==> config.mk <==
export PLATFORM = sky130hd
export DESIGN_NAME = mpb_port_block
export DESIGN_NICKNAME = d
export VERILOG_FILES = /design/src/common/mpb_pkg.sv /design/src/logic/mpb_bidir.sv /design/src/logic/mpb_pch.sv /design/src/logic/mpb_port_block.sv
export SDC_FILE = /design/constraint.sdc
export NUM_CORES = 1
export LEC_CHECK = 0
export ABC_AREA = 0
export BUFFER_PORTS_ARGS = -buffer_cell sky130_fd_sc_hd__buf_2
export CORE_MARGIN = 1.5
export CORE_UTILIZATION = 55
export CTS_CLUSTER_SIZE = 28
export DETAILED_ROUTE_END_ITERATION = 8
export PLACE_DENSITY = 0.85
export SYNTH_ARGS = -nofsm -noshare
export SYNTH_HDL_FRONTEND = slang
export SYNTH_HIERARCHICAL = 1
export SYNTH_SLANG_ARGS = --single-unit
==> constraint.sdc <==
create_clock -name ref_clk -period 4.1 [get_ports ref_clk]
set_input_delay 0.41 -clock ref_clk [delete_from_list [all_inputs] [get_ports ref_clk]]
set_output_delay 0.41 -clock ref_clk [all_outputs]
set_load 0.1 [all_outputs]
==> src/common/mpb_pkg.sv <==
/*
 Constants, register offsets, reset values and shared helpers of the port block.
 Assumes a single clock domain and a byte-wide register port driven by the CPU bus.
*/
// What this block does
// - Port 0: two latched pins, per-bit direction
// - Port 0 input pins get selectable pull-ups
// - Driven port 0 level change raises interrupt request
// - Port 1: eight input-only pins, no latch
// - Port 2: six latched pins, direction, pull-ups
// - Port 4: eight latched pins, direction, pull-ups
// - Reset puts every bidirectional pin in input
// - Port 5: eight open-drain pins, direction, no pull-up
// - Port 6: eight open-drain pins, direction, no pull-up
// - Port 7 output drives its latch value
// - Port 7 input: latch zero, read readback register
// - Port 8 input: latch zero, read readback register
// - Port 9 input: latch zero, read readback register
// - Port 10: eight output-only latched pins, unreadable
// - Direction registers take byte or single-bit writes
// - Direction registers reset to all ones
// - Pull-up only on input bits with select set
// - Pull-up select registers reset to zero
// - Ports 0, 2 and 4 to 6 read: latch if output, pin if input
package mpb_pkg;
    // ----------------------------------------
    // Register offsets
    // ----------------------------------------
    localparam logic [7:0] ADDR_PORT0 = 8'h00;
    localparam logic [7:0] ADDR_PORT1 = 8'h01;
    localparam logic [7:0] ADDR_PORT2 = 8'h02;
    localparam logic [7:0] ADDR_PORT4 = 8'h04;
    localparam logic [7:0] ADDR_PORT5 = 8'h05;
    localparam logic [7:0] ADDR_PORT6 = 8'h06;
    localparam logic [7:0] ADDR_PORT7 = 8'h07;
    localparam logic [7:0] ADDR_PORT8 = 8'h08;
    localparam logic [7:0] ADDR_PORT9 = 8'h09;
    localparam logic [7:0] ADDR_PORT10 = 8'h0a;
    localparam logic [7:0] ADDR_DIR0 = 8'h20;
    localparam logic [7:0] ADDR_DIR2 = 8'h22;
    localparam logic [7:0] ADDR_DIR4 = 8'h24;
    localparam logic [7:0] ADDR_DIR5 = 8'h25;
    localparam logic [7:0] ADDR_DIR6 = 8'h26;
    localparam logic [7:0] ADDR_PU0 = 8'h30;
    localparam logic [7:0] ADDR_PU2 = 8'h32;
    localparam logic [7:0] ADDR_PU4 = 8'h34;
    localparam logic [7:0] ADDR_RB7 = 8'h47;
    localparam logic [7:0] ADDR_RB8 = 8'h48;
    localparam logic [7:0] ADDR_RB9 = 8'h49;

    // ----------------------------------------
    // Reset values and fixed fields
    // ----------------------------------------
    localparam logic [7:0] DIR_RESET = 8'hff;
    localparam logic [7:0] PU_RESET = 8'h00;
    localparam logic [7:0] LATCH_RESET = 8'h00;
    localparam logic [7:0] UNUSED_READ = 8'h00;
    // Unimplemented direction bits read as one
    localparam logic [5:0] DIR0_FILL = 6'h3f;
    localparam logic [1:0] DIR2_FILL = 2'h3;
    localparam logic [7:0] MASK_RES_NONE = 8'h00;

    // ----------------------------------------
    // Byte or single-bit write
    // ----------------------------------------
    function automatic logic [7:0] mpb_wr8(input logic [7:0] old, input logic [7:0] wd,
                                           input logic bit_mode, input logic [2:0] idx);
        logic [7:0] r;
        r = wd;
        if (bit_mode) begin
            r = old;
            r[idx] = wd[0];
        end
        return r;
    endfunction
endpackage

==> src/logic/mpb_bidir.sv <==
/*
 Pin slice of a directly controlled bidirectional port, push-pull or N-channel open-drain.
 Assumes direction, latch and pull-up select come from registers of the parent.
*/
`timescale 1ns/100ps
`default_nettype none
module mpb_bidir #(
    parameter int W = 8,
    parameter bit OPEN_DRAIN = 1'b0
) (
    input wire logic [W-1:0] dir,
    input wire logic [W-1:0] lat,
    input wire logic [W-1:0] pusel,
    input wire logic [W-1:0] pin_in,
    output logic [W-1:0] pin_out,
    output logic [W-1:0] pin_oe,
    output logic [W-1:0] pullup_en,
    output logic [W-1:0] rd_val
);
    // ----------------------------------------
    // Drivers
    // ----------------------------------------
    always_comb begin
        if (OPEN_DRAIN) begin
            // Open drain only pulls low; a high latch releases the pin
            pin_out = '0;
            pin_oe = ~dir & ~lat;
        end else begin
            pin_out = lat;
            pin_oe = ~dir;
        end
        pullup_en = dir & pusel;
        rd_val = (dir & pin_in) | (~dir & lat);
    end
endmodule
`default_nettype wire

==> src/logic/mpb_pch.sv <==
/*
 Pin slice of a P-channel open-drain high-voltage port, steered by its latch alone.
 Assumes software clears a latch bit to use that pin as input.
*/
`timescale 1ns/100ps
`default_nettype none
module mpb_pch #(
    parameter int W = 8
) (
    input wire logic [W-1:0] lat,
    input wire logic [W-1:0] pin_in,
    output logic [W-1:0] pin_out,
    output logic [W-1:0] pin_oe,
    output logic [W-1:0] readback
);
    // ----------------------------------------
    // Drivers
    // ----------------------------------------
    always_comb begin
        // P-channel only pulls high; a zero latch leaves the pin free
        pin_out = lat;
        pin_oe = lat;
        readback = pin_in;
    end
endmodule
`default_nettype wire

==> src/logic/mpb_port_block.sv <==
/*
 Top of the port block: output latches, direction and pull-up registers, read mux.
 Assumes a CPU register port with one-cycle strobes and pins synchronous to ref_clk.
*/
// Design decisions made here: strobed register access and the register addresses.
`timescale 1ns/100ps
`default_nettype none
module mpb_port_block #(
    parameter logic [7:0] P5_MASK_PULLUP = mpb_pkg::MASK_RES_NONE,
    parameter logic [7:0] P6_MASK_PULLUP = mpb_pkg::MASK_RES_NONE,
    parameter logic [7:0] P7_MASK_PULLDOWN = mpb_pkg::MASK_RES_NONE,
    parameter logic [7:0] P8_MASK_PULLDOWN = mpb_pkg::MASK_RES_NONE,
    parameter logic [7:0] P9_MASK_PULLDOWN = mpb_pkg::MASK_RES_NONE,
    parameter logic [7:0] P10_MASK_PULLDOWN = mpb_pkg::MASK_RES_NONE
) (
    input wire logic ref_clk,
    input wire logic rstn,
    input wire logic [7:0] reg_addr,
    input wire logic [7:0] reg_wdata,
    input wire logic reg_wr,
    input wire logic reg_rd,
    input wire logic reg_bit_mode,
    input wire logic [2:0] reg_bit_idx,
    output logic [7:0] reg_rdata,
    input wire logic [1:0] p0_pin_in,
    output logic [1:0] p0_pin_out,
    output logic [1:0] p0_pin_oe,
    output logic [1:0] p0_pullup_en,
    output logic [1:0] p0_level_chg,
    input wire logic [7:0] p1_pin_in,
    input wire logic [5:0] p2_pin_in,
    output logic [5:0] p2_pin_out,
    output logic [5:0] p2_pin_oe,
    output logic [5:0] p2_pullup_en,
    input wire logic [7:0] p4_pin_in,
    output logic [7:0] p4_pin_out,
    output logic [7:0] p4_pin_oe,
    output logic [7:0] p4_pullup_en,
    input wire logic [7:0] p5_pin_in,
    output logic [7:0] p5_pin_out,
    output logic [7:0] p5_pin_oe,
    output logic [7:0] p5_mask_pullup,
    input wire logic [7:0] p6_pin_in,
    output logic [7:0] p6_pin_out,
    output logic [7:0] p6_pin_oe,
    output logic [7:0] p6_mask_pullup,
    input wire logic [7:0] p7_pin_in,
    output logic [7:0] p7_pin_out,
    output logic [7:0] p7_pin_oe,
    output logic [7:0] p7_mask_pulldown,
    input wire logic [7:0] p8_pin_in,
    output logic [7:0] p8_pin_out,
    output logic [7:0] p8_pin_oe,
    output logic [7:0] p8_mask_pulldown,
    input wire logic [7:0] p9_pin_in,
    output logic [7:0] p9_pin_out,
    output logic [7:0] p9_pin_oe,
    output logic [7:0] p9_mask_pulldown,
    output logic [7:0] p10_pin_out,
    output logic [7:0] p10_pin_oe,
    output logic [7:0] p10_mask_pulldown
);
    import mpb_pkg::*;

    // ----------------------------------------
    // State
    // ----------------------------------------
    typedef struct packed {
        logic [1:0] lat0;
        logic [5:0] lat2;
        logic [7:0] lat4;
        logic [7:0] lat5;
        logic [7:0] lat6;
        logic [7:0] lat7;
        logic [7:0] lat8;
        logic [7:0] lat9;
        logic [7:0] lat10;
        logic [1:0] dir0;
        logic [5:0] dir2;
        logic [7:0] dir4;
        logic [7:0] dir5;
        logic [7:0] dir6;
        logic [1:0] pu0;
        logic [5:0] pu2;
        logic [7:0] pu4;
        logic [7:0] rdata;
        logic [1:0] chg0;
    } mpb_state_t;

    mpb_state_t st_q;
    mpb_state_t st_d;

    logic [1:0] rd0;
    logic [5:0] rd2;
    logic [7:0] rd4;
    logic [7:0] rd5;
    logic [7:0] rd6;
    logic [7:0] rb7;
    logic [7:0] rb8;
    logic [7:0] rb9;
    logic [7:0] wv;

    // ----------------------------------------
    // Pin slices
    // ----------------------------------------
    mpb_bidir #(.W(2), .OPEN_DRAIN(1'b0)) u_p0 (
        .dir(st_q.dir0),
        .lat(st_q.lat0),
        .pusel(st_q.pu0),
        .pin_in(p0_pin_in),
        .pin_out(p0_pin_out),
        .pin_oe(p0_pin_oe),
        .pullup_en(p0_pullup_en),
        .rd_val(rd0)
    );

    mpb_bidir #(.W(6), .OPEN_DRAIN(1'b0)) u_p2 (
        .dir(st_q.dir2),
        .lat(st_q.lat2),
        .pusel(st_q.pu2),
        .pin_in(p2_pin_in),
        .pin_out(p2_pin_out),
        .pin_oe(p2_pin_oe),
        .pullup_en(p2_pullup_en),
        .rd_val(rd2)
    );

    mpb_bidir #(.W(8), .OPEN_DRAIN(1'b0)) u_p4 (
        .dir(st_q.dir4),
        .lat(st_q.lat4),
        .pusel(st_q.pu4),
        .pin_in(p4_pin_in),
        .pin_out(p4_pin_out),
        .pin_oe(p4_pin_oe),
        .pullup_en(p4_pullup_en),
        .rd_val(rd4)
    );

    // No software pull-up on the open-drain ports
    mpb_bidir #(.W(8), .OPEN_DRAIN(1'b1)) u_p5 (
        .dir(st_q.dir5),
        .lat(st_q.lat5),
        .pusel(PU_RESET),
        .pin_in(p5_pin_in),
        .pin_out(p5_pin_out),
        .pin_oe(p5_pin_oe),
        .pullup_en(),
        .rd_val(rd5)
    );

    mpb_bidir #(.W(8), .OPEN_DRAIN(1'b1)) u_p6 (
        .dir(st_q.dir6),
        .lat(st_q.lat6),
        .pusel(PU_RESET),
        .pin_in(p6_pin_in),
        .pin_out(p6_pin_out),
        .pin_oe(p6_pin_oe),
        .pullup_en(),
        .rd_val(rd6)
    );

    mpb_pch #(.W(8)) u_p7 (
        .lat(st_q.lat7),
        .pin_in(p7_pin_in),
        .pin_out(p7_pin_out),
        .pin_oe(p7_pin_oe),
        .readback(rb7)
    );

    mpb_pch #(.W(8)) u_p8 (
        .lat(st_q.lat8),
        .pin_in(p8_pin_in),
        .pin_out(p8_pin_out),
        .pin_oe(p8_pin_oe),
        .readback(rb8)
    );

    mpb_pch #(.W(8)) u_p9 (
        .lat(st_q.lat9),
        .pin_in(p9_pin_in),
        .pin_out(p9_pin_out),
        .pin_oe(p9_pin_oe),
        .readback(rb9)
    );

    // Output only: the readback is left open on purpose
    mpb_pch #(.W(8)) u_p10 (
        .lat(st_q.lat10),
        .pin_in(LATCH_RESET),
        .pin_out(p10_pin_out),
        .pin_oe(p10_pin_oe),
        .readback()
    );

    // ----------------------------------------
    // Static mask resistors
    // ----------------------------------------
    assign p5_mask_pullup = P5_MASK_PULLUP;
    assign p6_mask_pullup = P6_MASK_PULLUP;
    assign p7_mask_pulldown = P7_MASK_PULLDOWN;
    assign p8_mask_pulldown = P8_MASK_PULLDOWN;
    assign p9_mask_pulldown = P9_MASK_PULLDOWN;
    assign p10_mask_pulldown = P10_MASK_PULLDOWN;

    // ----------------------------------------
    // Next state
    // ----------------------------------------
    always_comb begin
        st_d = st_q;
        wv = UNUSED_READ;
        // Writes to the port latches, direction and pull-up registers
        if (reg_wr) begin
            if (reg_addr == ADDR_PORT0) begin
                wv = mpb_wr8({6'h00, st_q.lat0}, reg_wdata, reg_bit_mode, reg_bit_idx);
                st_d.lat0 = wv[1:0];
            end else if (reg_addr == ADDR_PORT2) begin
                wv = mpb_wr8({2'h0, st_q.lat2}, reg_wdata, reg_bit_mode, reg_bit_idx);
                st_d.lat2 = wv[5:0];
            end else if (reg_addr == ADDR_PORT4) begin
                st_d.lat4 = mpb_wr8(st_q.lat4, reg_wdata, reg_bit_mode, reg_bit_idx);
            end else if (reg_addr == ADDR_PORT5) begin
                st_d.lat5 = mpb_wr8(st_q.lat5, reg_wdata, reg_bit_mode, reg_bit_idx);
            end else if (reg_addr == ADDR_PORT6) begin
                st_d.lat6 = mpb_wr8(st_q.lat6, reg_wdata, reg_bit_mode, reg_bit_idx);
            end else if (reg_addr == ADDR_PORT7) begin
                st_d.lat7 = mpb_wr8(st_q.lat7, reg_wdata, reg_bit_mode, reg_bit_idx);
            end else if (reg_addr == ADDR_PORT8) begin
                st_d.lat8 = mpb_wr8(st_q.lat8, reg_wdata, reg_bit_mode, reg_bit_idx);
            end else if (reg_addr == ADDR_PORT9) begin
                st_d.lat9 = mpb_wr8(st_q.lat9, reg_wdata, reg_bit_mode, reg_bit_idx);
            end else if (reg_addr == ADDR_PORT10) begin
                st_d.lat10 = mpb_wr8(st_q.lat10, reg_wdata, reg_bit_mode, reg_bit_idx);
            end else if (reg_addr == ADDR_DIR0) begin
                wv = mpb_wr8({DIR0_FILL, st_q.dir0}, reg_wdata, reg_bit_mode, reg_bit_idx);
                st_d.dir0 = wv[1:0];
            end else if (reg_addr == ADDR_DIR2) begin
                wv = mpb_wr8({DIR2_FILL, st_q.dir2}, reg_wdata, reg_bit_mode, reg_bit_idx);
                st_d.dir2 = wv[5:0];
            end else if (reg_addr == ADDR_DIR4) begin
                st_d.dir4 = mpb_wr8(st_q.dir4, reg_wdata, reg_bit_mode, reg_bit_idx);
            end else if (reg_addr == ADDR_DIR5) begin
                st_d.dir5 = mpb_wr8(st_q.dir5, reg_wdata, reg_bit_mode, reg_bit_idx);
            end else if (reg_addr == ADDR_DIR6) begin
                st_d.dir6 = mpb_wr8(st_q.dir6, reg_wdata, reg_bit_mode, reg_bit_idx);
            end else if (reg_addr == ADDR_PU0) begin
                wv = mpb_wr8({6'h00, st_q.pu0}, reg_wdata, reg_bit_mode, reg_bit_idx);
                st_d.pu0 = wv[1:0];
            end else if (reg_addr == ADDR_PU2) begin
                wv = mpb_wr8({2'h0, st_q.pu2}, reg_wdata, reg_bit_mode, reg_bit_idx);
                st_d.pu2 = wv[5:0];
            end else if (reg_addr == ADDR_PU4) begin
                st_d.pu4 = mpb_wr8(st_q.pu4, reg_wdata, reg_bit_mode, reg_bit_idx);
            end
        end
        // Reads never touch a latch; data stands for one cycle only
        st_d.rdata = UNUSED_READ;
        if (reg_rd) begin
            if (reg_addr == ADDR_PORT0) begin
                st_d.rdata = {6'h00, rd0};
            end else if (reg_addr == ADDR_PORT1) begin
                st_d.rdata = p1_pin_in;
            end else if (reg_addr == ADDR_PORT2) begin
                st_d.rdata = {2'h0, rd2};
            end else if (reg_addr == ADDR_PORT4) begin
                st_d.rdata = rd4;
            end else if (reg_addr == ADDR_PORT5) begin
                st_d.rdata = rd5;
            end else if (reg_addr == ADDR_PORT6) begin
                st_d.rdata = rd6;
            end else if (reg_addr == ADDR_PORT7) begin
                st_d.rdata = st_q.lat7;
            end else if (reg_addr == ADDR_PORT8) begin
                st_d.rdata = st_q.lat8;
            end else if (reg_addr == ADDR_PORT9) begin
                st_d.rdata = st_q.lat9;
            end else if (reg_addr == ADDR_DIR0) begin
                st_d.rdata = {DIR0_FILL, st_q.dir0};
            end else if (reg_addr == ADDR_DIR2) begin
                st_d.rdata = {DIR2_FILL, st_q.dir2};
            end else if (reg_addr == ADDR_DIR4) begin
                st_d.rdata = st_q.dir4;
            end else if (reg_addr == ADDR_DIR5) begin
                st_d.rdata = st_q.dir5;
            end else if (reg_addr == ADDR_DIR6) begin
                st_d.rdata = st_q.dir6;
            end else if (reg_addr == ADDR_PU0) begin
                st_d.rdata = {6'h00, st_q.pu0};
            end else if (reg_addr == ADDR_PU2) begin
                st_d.rdata = {2'h0, st_q.pu2};
            end else if (reg_addr == ADDR_PU4) begin
                st_d.rdata = st_q.pu4;
            end else if (reg_addr == ADDR_RB7) begin
                st_d.rdata = rb7;
            end else if (reg_addr == ADDR_RB8) begin
                st_d.rdata = rb8;
            end else if (reg_addr == ADDR_RB9) begin
                st_d.rdata = rb9;
            end
        end
        // A driven pin feeds the interrupt input too, so a level flip is an edge there
        st_d.chg0 = ~st_q.dir0 & (st_d.lat0 ^ st_q.lat0);
    end

    // ----------------------------------------
    // Registers
    // ----------------------------------------
    always_ff @(posedge ref_clk) begin
        if (!rstn) begin
            st_q <= '0;
            st_q.lat0 <= LATCH_RESET[1:0];
            st_q.lat2 <= LATCH_RESET[5:0];
            st_q.lat4 <= LATCH_RESET;
            st_q.lat5 <= LATCH_RESET;
            st_q.lat6 <= LATCH_RESET;
            st_q.lat7 <= LATCH_RESET;
            st_q.lat8 <= LATCH_RESET;
            st_q.lat9 <= LATCH_RESET;
            st_q.lat10 <= LATCH_RESET;
            st_q.dir0 <= DIR_RESET[1:0];
            st_q.dir2 <= DIR_RESET[5:0];
            st_q.dir4 <= DIR_RESET;
            st_q.dir5 <= DIR_RESET;
            st_q.dir6 <= DIR_RESET;
            st_q.pu0 <= PU_RESET[1:0];
            st_q.pu2 <= PU_RESET[5:0];
            st_q.pu4 <= PU_RESET;
            st_q.rdata <= UNUSED_READ;
            st_q.chg0 <= 2'h0;
        end else begin
            st_q <= st_d;
        end
    end

    assign reg_rdata = st_q.rdata;
    assign p0_level_chg = st_q.chg0;
endmodule
`default_nettype wire

==> run summary, run 1 <==
YOSYS
--------------------------------------------------------------------------------------------------------
Post-synthesis cell area ..................................................................     8990 µm²
Synthesized area divided by synthesized cell count ........................................     8.17 µm²
Synth Warn # ..............................................................................            6
Cell count after synthesis ................................................................         1101

CLOCKING
--------------------------------------------------------------------------------------------------------
Clk sink count ............................................................................          122
Post-CTS Setup Inserts ....................................................................            0
Resized cells post-CTS ....................................................................            0
Number of buffers created by CTS ..........................................................           17
CTS root buf ..............................................................................    clkbuf_16
Clock Path Buffers ........................................................................            2
Post-CTS clock slew at the launch and capture registers of the worst setup and hold paths .        60 ps
Clock latency on the worst-skew pair ......................................................       430 ps
Number of H-tree levels ...................................................................            4
Cts hold-fix bufs .........................................................................            0
TritonCTS clock tree ......................................................................          yes

PLACE
--------------------------------------------------------------------------------------------------------
Half-perimeter wire length after placement ................................................     22600 µm
Port Buffers ..............................................................................          225
Post-placement cell count .................................................................         1379
Placer congestion estimate ................................................................         1.00
Worst setup slack before clock tree synthesis .............................................      1180 ps

STA
--------------------------------------------------------------------------------------------------------
Setup total negative slack ................................................................         0 ps
Share of the clock period used by the worst path ..........................................        61.8%
Transition time at the pin with the least slew margin .....................................      1130 ps
RSZ-0062 raised after global routing ......................................................           no
Max-slew violations .......................................................................            0
Relative slew slack .......................................................................        24.3%
Final Worst Setup Slack ...................................................................      1560 ps
Shortest period the worst path allows .....................................................      2540 ps
Worst clock skew on the final layout ......................................................      5.20 ps
Min Hold Slack ............................................................................       250 ps
Final-report setup violation count ........................................................            0
Hold violation count in the final report ..................................................            0
FMAX ......................................................................................      394 MHz

CELLS AND AREA
--------------------------------------------------------------------------------------------------------
Fill cell count ...........................................................................         1428
Layout cell share with drive strength beyond 1 ............................................        31.2%
Antenna Diode Count .......................................................................            0
Net total in the final layout .............................................................         1270
Post-route non-filler standard cell count .................................................         1410
Layout Area Growth over Synthesis .........................................................        9.29%

CRITICAL PATH
--------------------------------------------------------------------------------------------------------
Arrival time at the worst endpoint ........................................................      2790 ps
Critical Path Start .......................................................................  reg_addr[2]
Required time worst endpoint ..............................................................      4350 ps
Critical setup path kind ..................................................................    in -> reg
Category of the worst setup path capture point ............................................    flip-flop
Critical Path Source Type .................................................................    input pin
CP max FO .................................................................................           24

DIE
--------------------------------------------------------------------------------------------------------
Die span in y .............................................................................       131 µm
Top-Level Pins ............................................................................          290
Starting density of the core ..............................................................        56.4%
Overall die area ..........................................................................    17100 µm²
Core region area ..........................................................................    15900 µm²
Standard-cell rows ........................................................................           46
Die width .................................................................................       131 µm

GLOBAL ROUTING
--------------------------------------------------------------------------------------------------------
Final global-route overflow total .........................................................            0
Antenna violations before repair ..........................................................            0
Global-route wire length before repair ....................................................     45900 µm
GRT Resource Usage Total ..................................................................        36.3%
Number of global-route vias before repair .................................................         7602
Largest net degree at the start of global routing .........................................           93

ROUTE
--------------------------------------------------------------------------------------------------------
Routed wire length on met2 ................................................................     13400 µm
Top Layer Used ............................................................................         met4
WL final ..................................................................................     31400 µm
Vias/cell .................................................................................         6.13
Vias after detailed routing ...............................................................         8646
First-iteration detailed-routing DRC count ................................................         1123
Remaining antenna violation count after routing ...........................................            0
Post-DR wirelength/cell ...................................................................      22.3 µm
Met3 wire len .............................................................................      3790 µm
Post-detailed-route DRC marker count ......................................................            0
Pre-Repair DR Iteration Count .............................................................            6
Met1 Wirelength ...........................................................................     12800 µm

STATUS
--------------------------------------------------------------------------------------------------------
Outcome ................................................................................... complete, no violations

MIN PATH
--------------------------------------------------------------------------------------------------------
Class of the tightest hold or removal check ...............................................    in -> reg
Worst hold path startpoint ................................................................       reg_rd

RUN
--------------------------------------------------------------------------------------------------------
Number of max-cap violations ..............................................................            0

POWER AND IR DROP
--------------------------------------------------------------------------------------------------------
Highest ir drop seen on vdd ...............................................................     0.296 mV
Leakage power .............................................................................      4.62 nW
Power per cell area .......................................................................   335 nW/µm²

worst paths after layout:
check | end | slack, ps | cells past startpoint
min reg2reg | st_q[121]$_SDFF_PN0_ | 530 | 2
max reg2reg | reg_rdata[3]$_SDFF_PP0_ | 2360 | 6
max | flip-flop | 1560 | 8
min | reg_rdata[1]$_SDFF_PN0_ | 250 | 2
final cells by class:
| class | instances | area (µm²) | area share [%] |
|---|---|---|---|
| clock buffer | 17 | 425 | 4.33 |
| clock inverter | 14 | 146 | 1.49 |
| inverter | 41 | 154 | 1.57 |
| multi-input combinational | 731 | 4940 | 50.2 |
| sequential | 122 | 2440 | 24.8 |
| tap | 216 | 270 | 2.75 |
| timing repair buffer | 269 | 1460 | 14.8 |
where the power goes:
part	total (mW)	internal (mW)	switching, mW	leakage, nW
clock	1.48	0.892	0.585	0.276
combinational	0.626	0.123	0.503	3.36
sequential	1.19	1.19	0.00211	0.984
total	3.29	2.20	1.09	4.62
through the flow:
stage	utilization, %	power (mW)	area [µm²]
after floorplan	-	1.76	9220
after global placement	58.1	1.83	9260
after detailed placement	58.1	1.83	9260
after CTS	61.7	3.28	9830
after global routing	61.7	3.37	9830
final	61.7	3.29	9830
critical path, cell delays in order:
cell	delay, ps
buf_2	420
buf_4	270
nor2b_1	240
buf_4	240
and3_1	210
nand2_1	490
o21ai_0	380
nand3_1	120
routing by layer:
| metal | track usage (%) | vias to the layer above |
|---|---|---|
| met5 | 0 | - |
| met4 | 16.5 | 0 |
| met3 | 10.6 | 106 |
| met2 | 52.9 | 627 |
| met1 | 49.6 | 4028 |
| li1 | - | 3885 |
placed cells by master (no fill, tap or decap), types with 38 or more instances in the layout:
cell type / n
buf_2: 225
conb_1: 64
buf_4: 44
dfxtp_1: 122
nand3_1: 43
o21bai_1: 66
nand2_1: 54
inv_1: 40
o21ai_0: 50
a21oi_1: 38
nor2_1: 80
o311a_1: 66
Power figures use the tool's default switching activity.
==> run 2: changes to the inputs <==
--- a/config.mk
+++ b/config.mk
@@ -8,10 +8,10 @@
 export ABC_AREA = 0
 export BUFFER_PORTS_ARGS = -buffer_cell sky130_fd_sc_hd__buf_2
 export CORE_MARGIN = 1.5
-export CORE_UTILIZATION = 55
+export CORE_UTILIZATION = 53
 export CTS_CLUSTER_SIZE = 28
 export DETAILED_ROUTE_END_ITERATION = 8
-export PLACE_DENSITY = 0.85
+export PLACE_DENSITY = 0.83
 export SYNTH_ARGS = -nofsm -noshare
 export SYNTH_HDL_FRONTEND = slang
 export SYNTH_HIERARCHICAL = 1
==> constraint.sdc (replaced) <==
create_clock -name ref_clk -period 2.6 [get_ports ref_clk]
set_input_delay 0.26 -clock ref_clk [delete_from_list [all_inputs] [get_ports ref_clk]]
set_output_delay 0.26 -clock ref_clk [all_outputs]
set_load 0.1 [all_outputs]
==> run summary, run 2 (synthesized netlist as in run 1, its figures left out) <==
CLOCKING
--------------------------------------------------------------------------------------------------------
Clk sink count ............................................................................          122
CTS root buf ..............................................................................    clkbuf_16
Number of H-tree levels ...................................................................            4
Resized cells post-CTS ....................................................................            0
Cts hold-fix bufs .........................................................................            0
Clock latency on the worst-skew pair ......................................................       430 ps
Post-CTS clock slew at the launch and capture registers of the worst setup and hold paths .        60 ps
Number of buffers created by CTS ..........................................................           17
TritonCTS clock tree ......................................................................          yes
Clock Path Buffers ........................................................................            2
Post-CTS Setup Inserts ....................................................................            0

CELLS AND AREA
--------------------------------------------------------------------------------------------------------
Leading cell types in the layout, fill and taps excluded .................................. 225 x buf_2, 122 x dfxtp_1, 80 x nor2_1, 70 x buf_4
Layout Area Growth over Synthesis .........................................................        12.6%
Fill cell count ...........................................................................         1491
Net total in the final layout .............................................................         1301
Layout cell share with drive strength beyond 1 ............................................        33.0%
Layout Cell Area excl Fill ................................................................    10100 µm²
Antenna Diode Count .......................................................................            0
Most common cell after layout, fill and taps aside ........................................        buf_2
Utilization after layout ..................................................................        61.1%

DIE
--------------------------------------------------------------------------------------------------------
Die width .................................................................................       133 µm
Standard-cell rows ........................................................................           47
Die span in y .............................................................................       133 µm
Overall die area ..........................................................................    17800 µm²
Top-Level Pins ............................................................................          290
Starting density of the core ..............................................................        54.2%
Core region area ..........................................................................    16600 µm²

CRITICAL PATH
--------------------------------------------------------------------------------------------------------
Critical Path Source Type .................................................................    input pin
CP max FO .................................................................................           13
Required time worst endpoint ..............................................................      2880 ps
Crit-path cells ........................................................................... buf_2, buf_4, nor2_1, a31oi_1, nand3_1, buf_4, o21ai_0, nand3_1
Gate family responsible for the most delay along the worst path ........................... buffers and inverters
Buf/Inv on CP .............................................................................            3
Arrival time at the worst endpoint ........................................................      2310 ps
Critical setup path kind ..................................................................    in -> reg
Delay contributed by the slowest stage of the critical path ...............................       530 ps
Category of the worst setup path capture point ............................................    flip-flop
Highest-delay cell along the critical path ................................................      a31oi_1

STA
--------------------------------------------------------------------------------------------------------
Final-report setup violation count ........................................................            0
RSZ-0062 raised after global routing ......................................................           no
Hold violation count in the final report ..................................................            0
Relative slew slack .......................................................................        53.9%
Final Worst Setup Slack ...................................................................       565 ps
Setup total negative slack ................................................................         0 ps
Shortest period the worst path allows .....................................................      2040 ps
Worst clock skew on the final layout ......................................................      7.89 ps
FMAX ......................................................................................      491 MHz
Share of the clock period used by the worst path ..........................................        78.3%
Transition time at the pin with the least slew margin .....................................       691 ps
Max-slew violations .......................................................................            0

GLOBAL ROUTING
--------------------------------------------------------------------------------------------------------
Largest net degree at the start of global routing .........................................          115
Global-route wire length before repair ....................................................     47700 µm
Antenna violations before repair ..........................................................            1
Final global-route overflow total .........................................................            0
Number of global-route vias before repair .................................................         7743
GRT Resource Usage Total ..................................................................        35.7%

ROUTE
--------------------------------------------------------------------------------------------------------
Post-detailed-route DRC marker count ......................................................            0
Remaining antenna violation count after routing ...........................................            0
First-iteration detailed-routing DRC count ................................................         1055
Post-DR wirelength/cell ...................................................................      22.5 µm
WL final ..................................................................................     32500 µm
Pre-Repair DR Iteration Count .............................................................            5
Vias after detailed routing ...............................................................         8734
Vias/cell .................................................................................         6.04

POWER AND IR DROP
--------------------------------------------------------------------------------------------------------
Net switching power .......................................................................      1.79 mW
Clock share of power ......................................................................        44.5%
Combinational cell fraction of total power ................................................        19.6%
Highest ir drop seen on vdd ...............................................................     0.449 mV
Power per cell area .......................................................................   515 nW/µm²
Net Sw Frac ...............................................................................        34.3%
Sequential Power Share ....................................................................        36.0%
Leakage power .............................................................................      4.79 nW
Int Pwr ...................................................................................      3.43 mW

RUN
--------------------------------------------------------------------------------------------------------
Number of max-cap violations ..............................................................            0

PLACE
--------------------------------------------------------------------------------------------------------
Placement-stage cell area .................................................................     9560 µm²
Port Buffers ..............................................................................          225
Placer congestion estimate ................................................................        0.940
Worst setup slack before clock tree synthesis .............................................       224 ps
Half-perimeter wire length after placement ................................................     23900 µm

STATUS
--------------------------------------------------------------------------------------------------------
Outcome ................................................................................... complete, no violations

MIN PATH
--------------------------------------------------------------------------------------------------------
Class of the tightest hold or removal check ...............................................    in -> reg

run 2: stage by stage:
stage	hold WS, ps	power (mW)	cells
floorplan	412	2.77	1162
global placement	500	2.92	1414
detailed placement	523	2.92	1414
CTS	92.9	5.20	1446
global route	105	5.36	1446
finish	103	5.22	1446
run 2: path summary, 6_finish.rpt:
kind | startpoint | end | slack [ps] | cells after the start
setup / recovery | reg_addr[2] | flip-flop | 560 | 8
hold / removal | reg_rd | reg_rdata[1]$_SDFF_PN0_ | 100 | 2
setup reg to reg | flip-flop | reg_rdata[2]$_SDFF_PP0_ | 950 | 6
hold reg to reg | st_q[120]$_SDFF_PN0_ | st_q[120]$_SDFF_PN0_ | 540 | 2
run 2: final cells by class:
type	instances	area [µm²]	share of cell area, %
Clock inverter	14	139	1.37
Tap cell	220	275	2.72
Inverter	41	154	1.52
Multi-Input combinational cell	731	4940	48.8
Clock buffer	18	429	4.24
Timing Repair Buffer	300	1750	17.3
Sequential cell	122	2440	24.1
run 2: per-layer routing:
layer / GRT usage (%) / wire, µm / vias to the layer above
met5: 0 / 0 / -
met4: 10.9 / 779 / 0
li1: - / - / 3935
met3: 7.61 / 3530 / 58
met2: 54.1 / 14300 / 588
met1: 50.6 / 13900 / 4153
run 2: power groups by stage:
| stage | Sequential (mW) | Combinational, mW | Clock (mW) |
|---|---|---|---|
| 3_5_place_dp | 1.92 | 1.00 | 0 |
| 6_report | 1.88 | 1.02 | 2.32 |
| 2_1_floorplan | 1.92 | 0.856 | 0 |
| 3_3_place_gp | 1.92 | 0.999 | 0 |
| 5_1_grt | 1.88 | 1.05 | 2.43 |
| 4_1_cts | 1.88 | 1.00 | 2.32 |
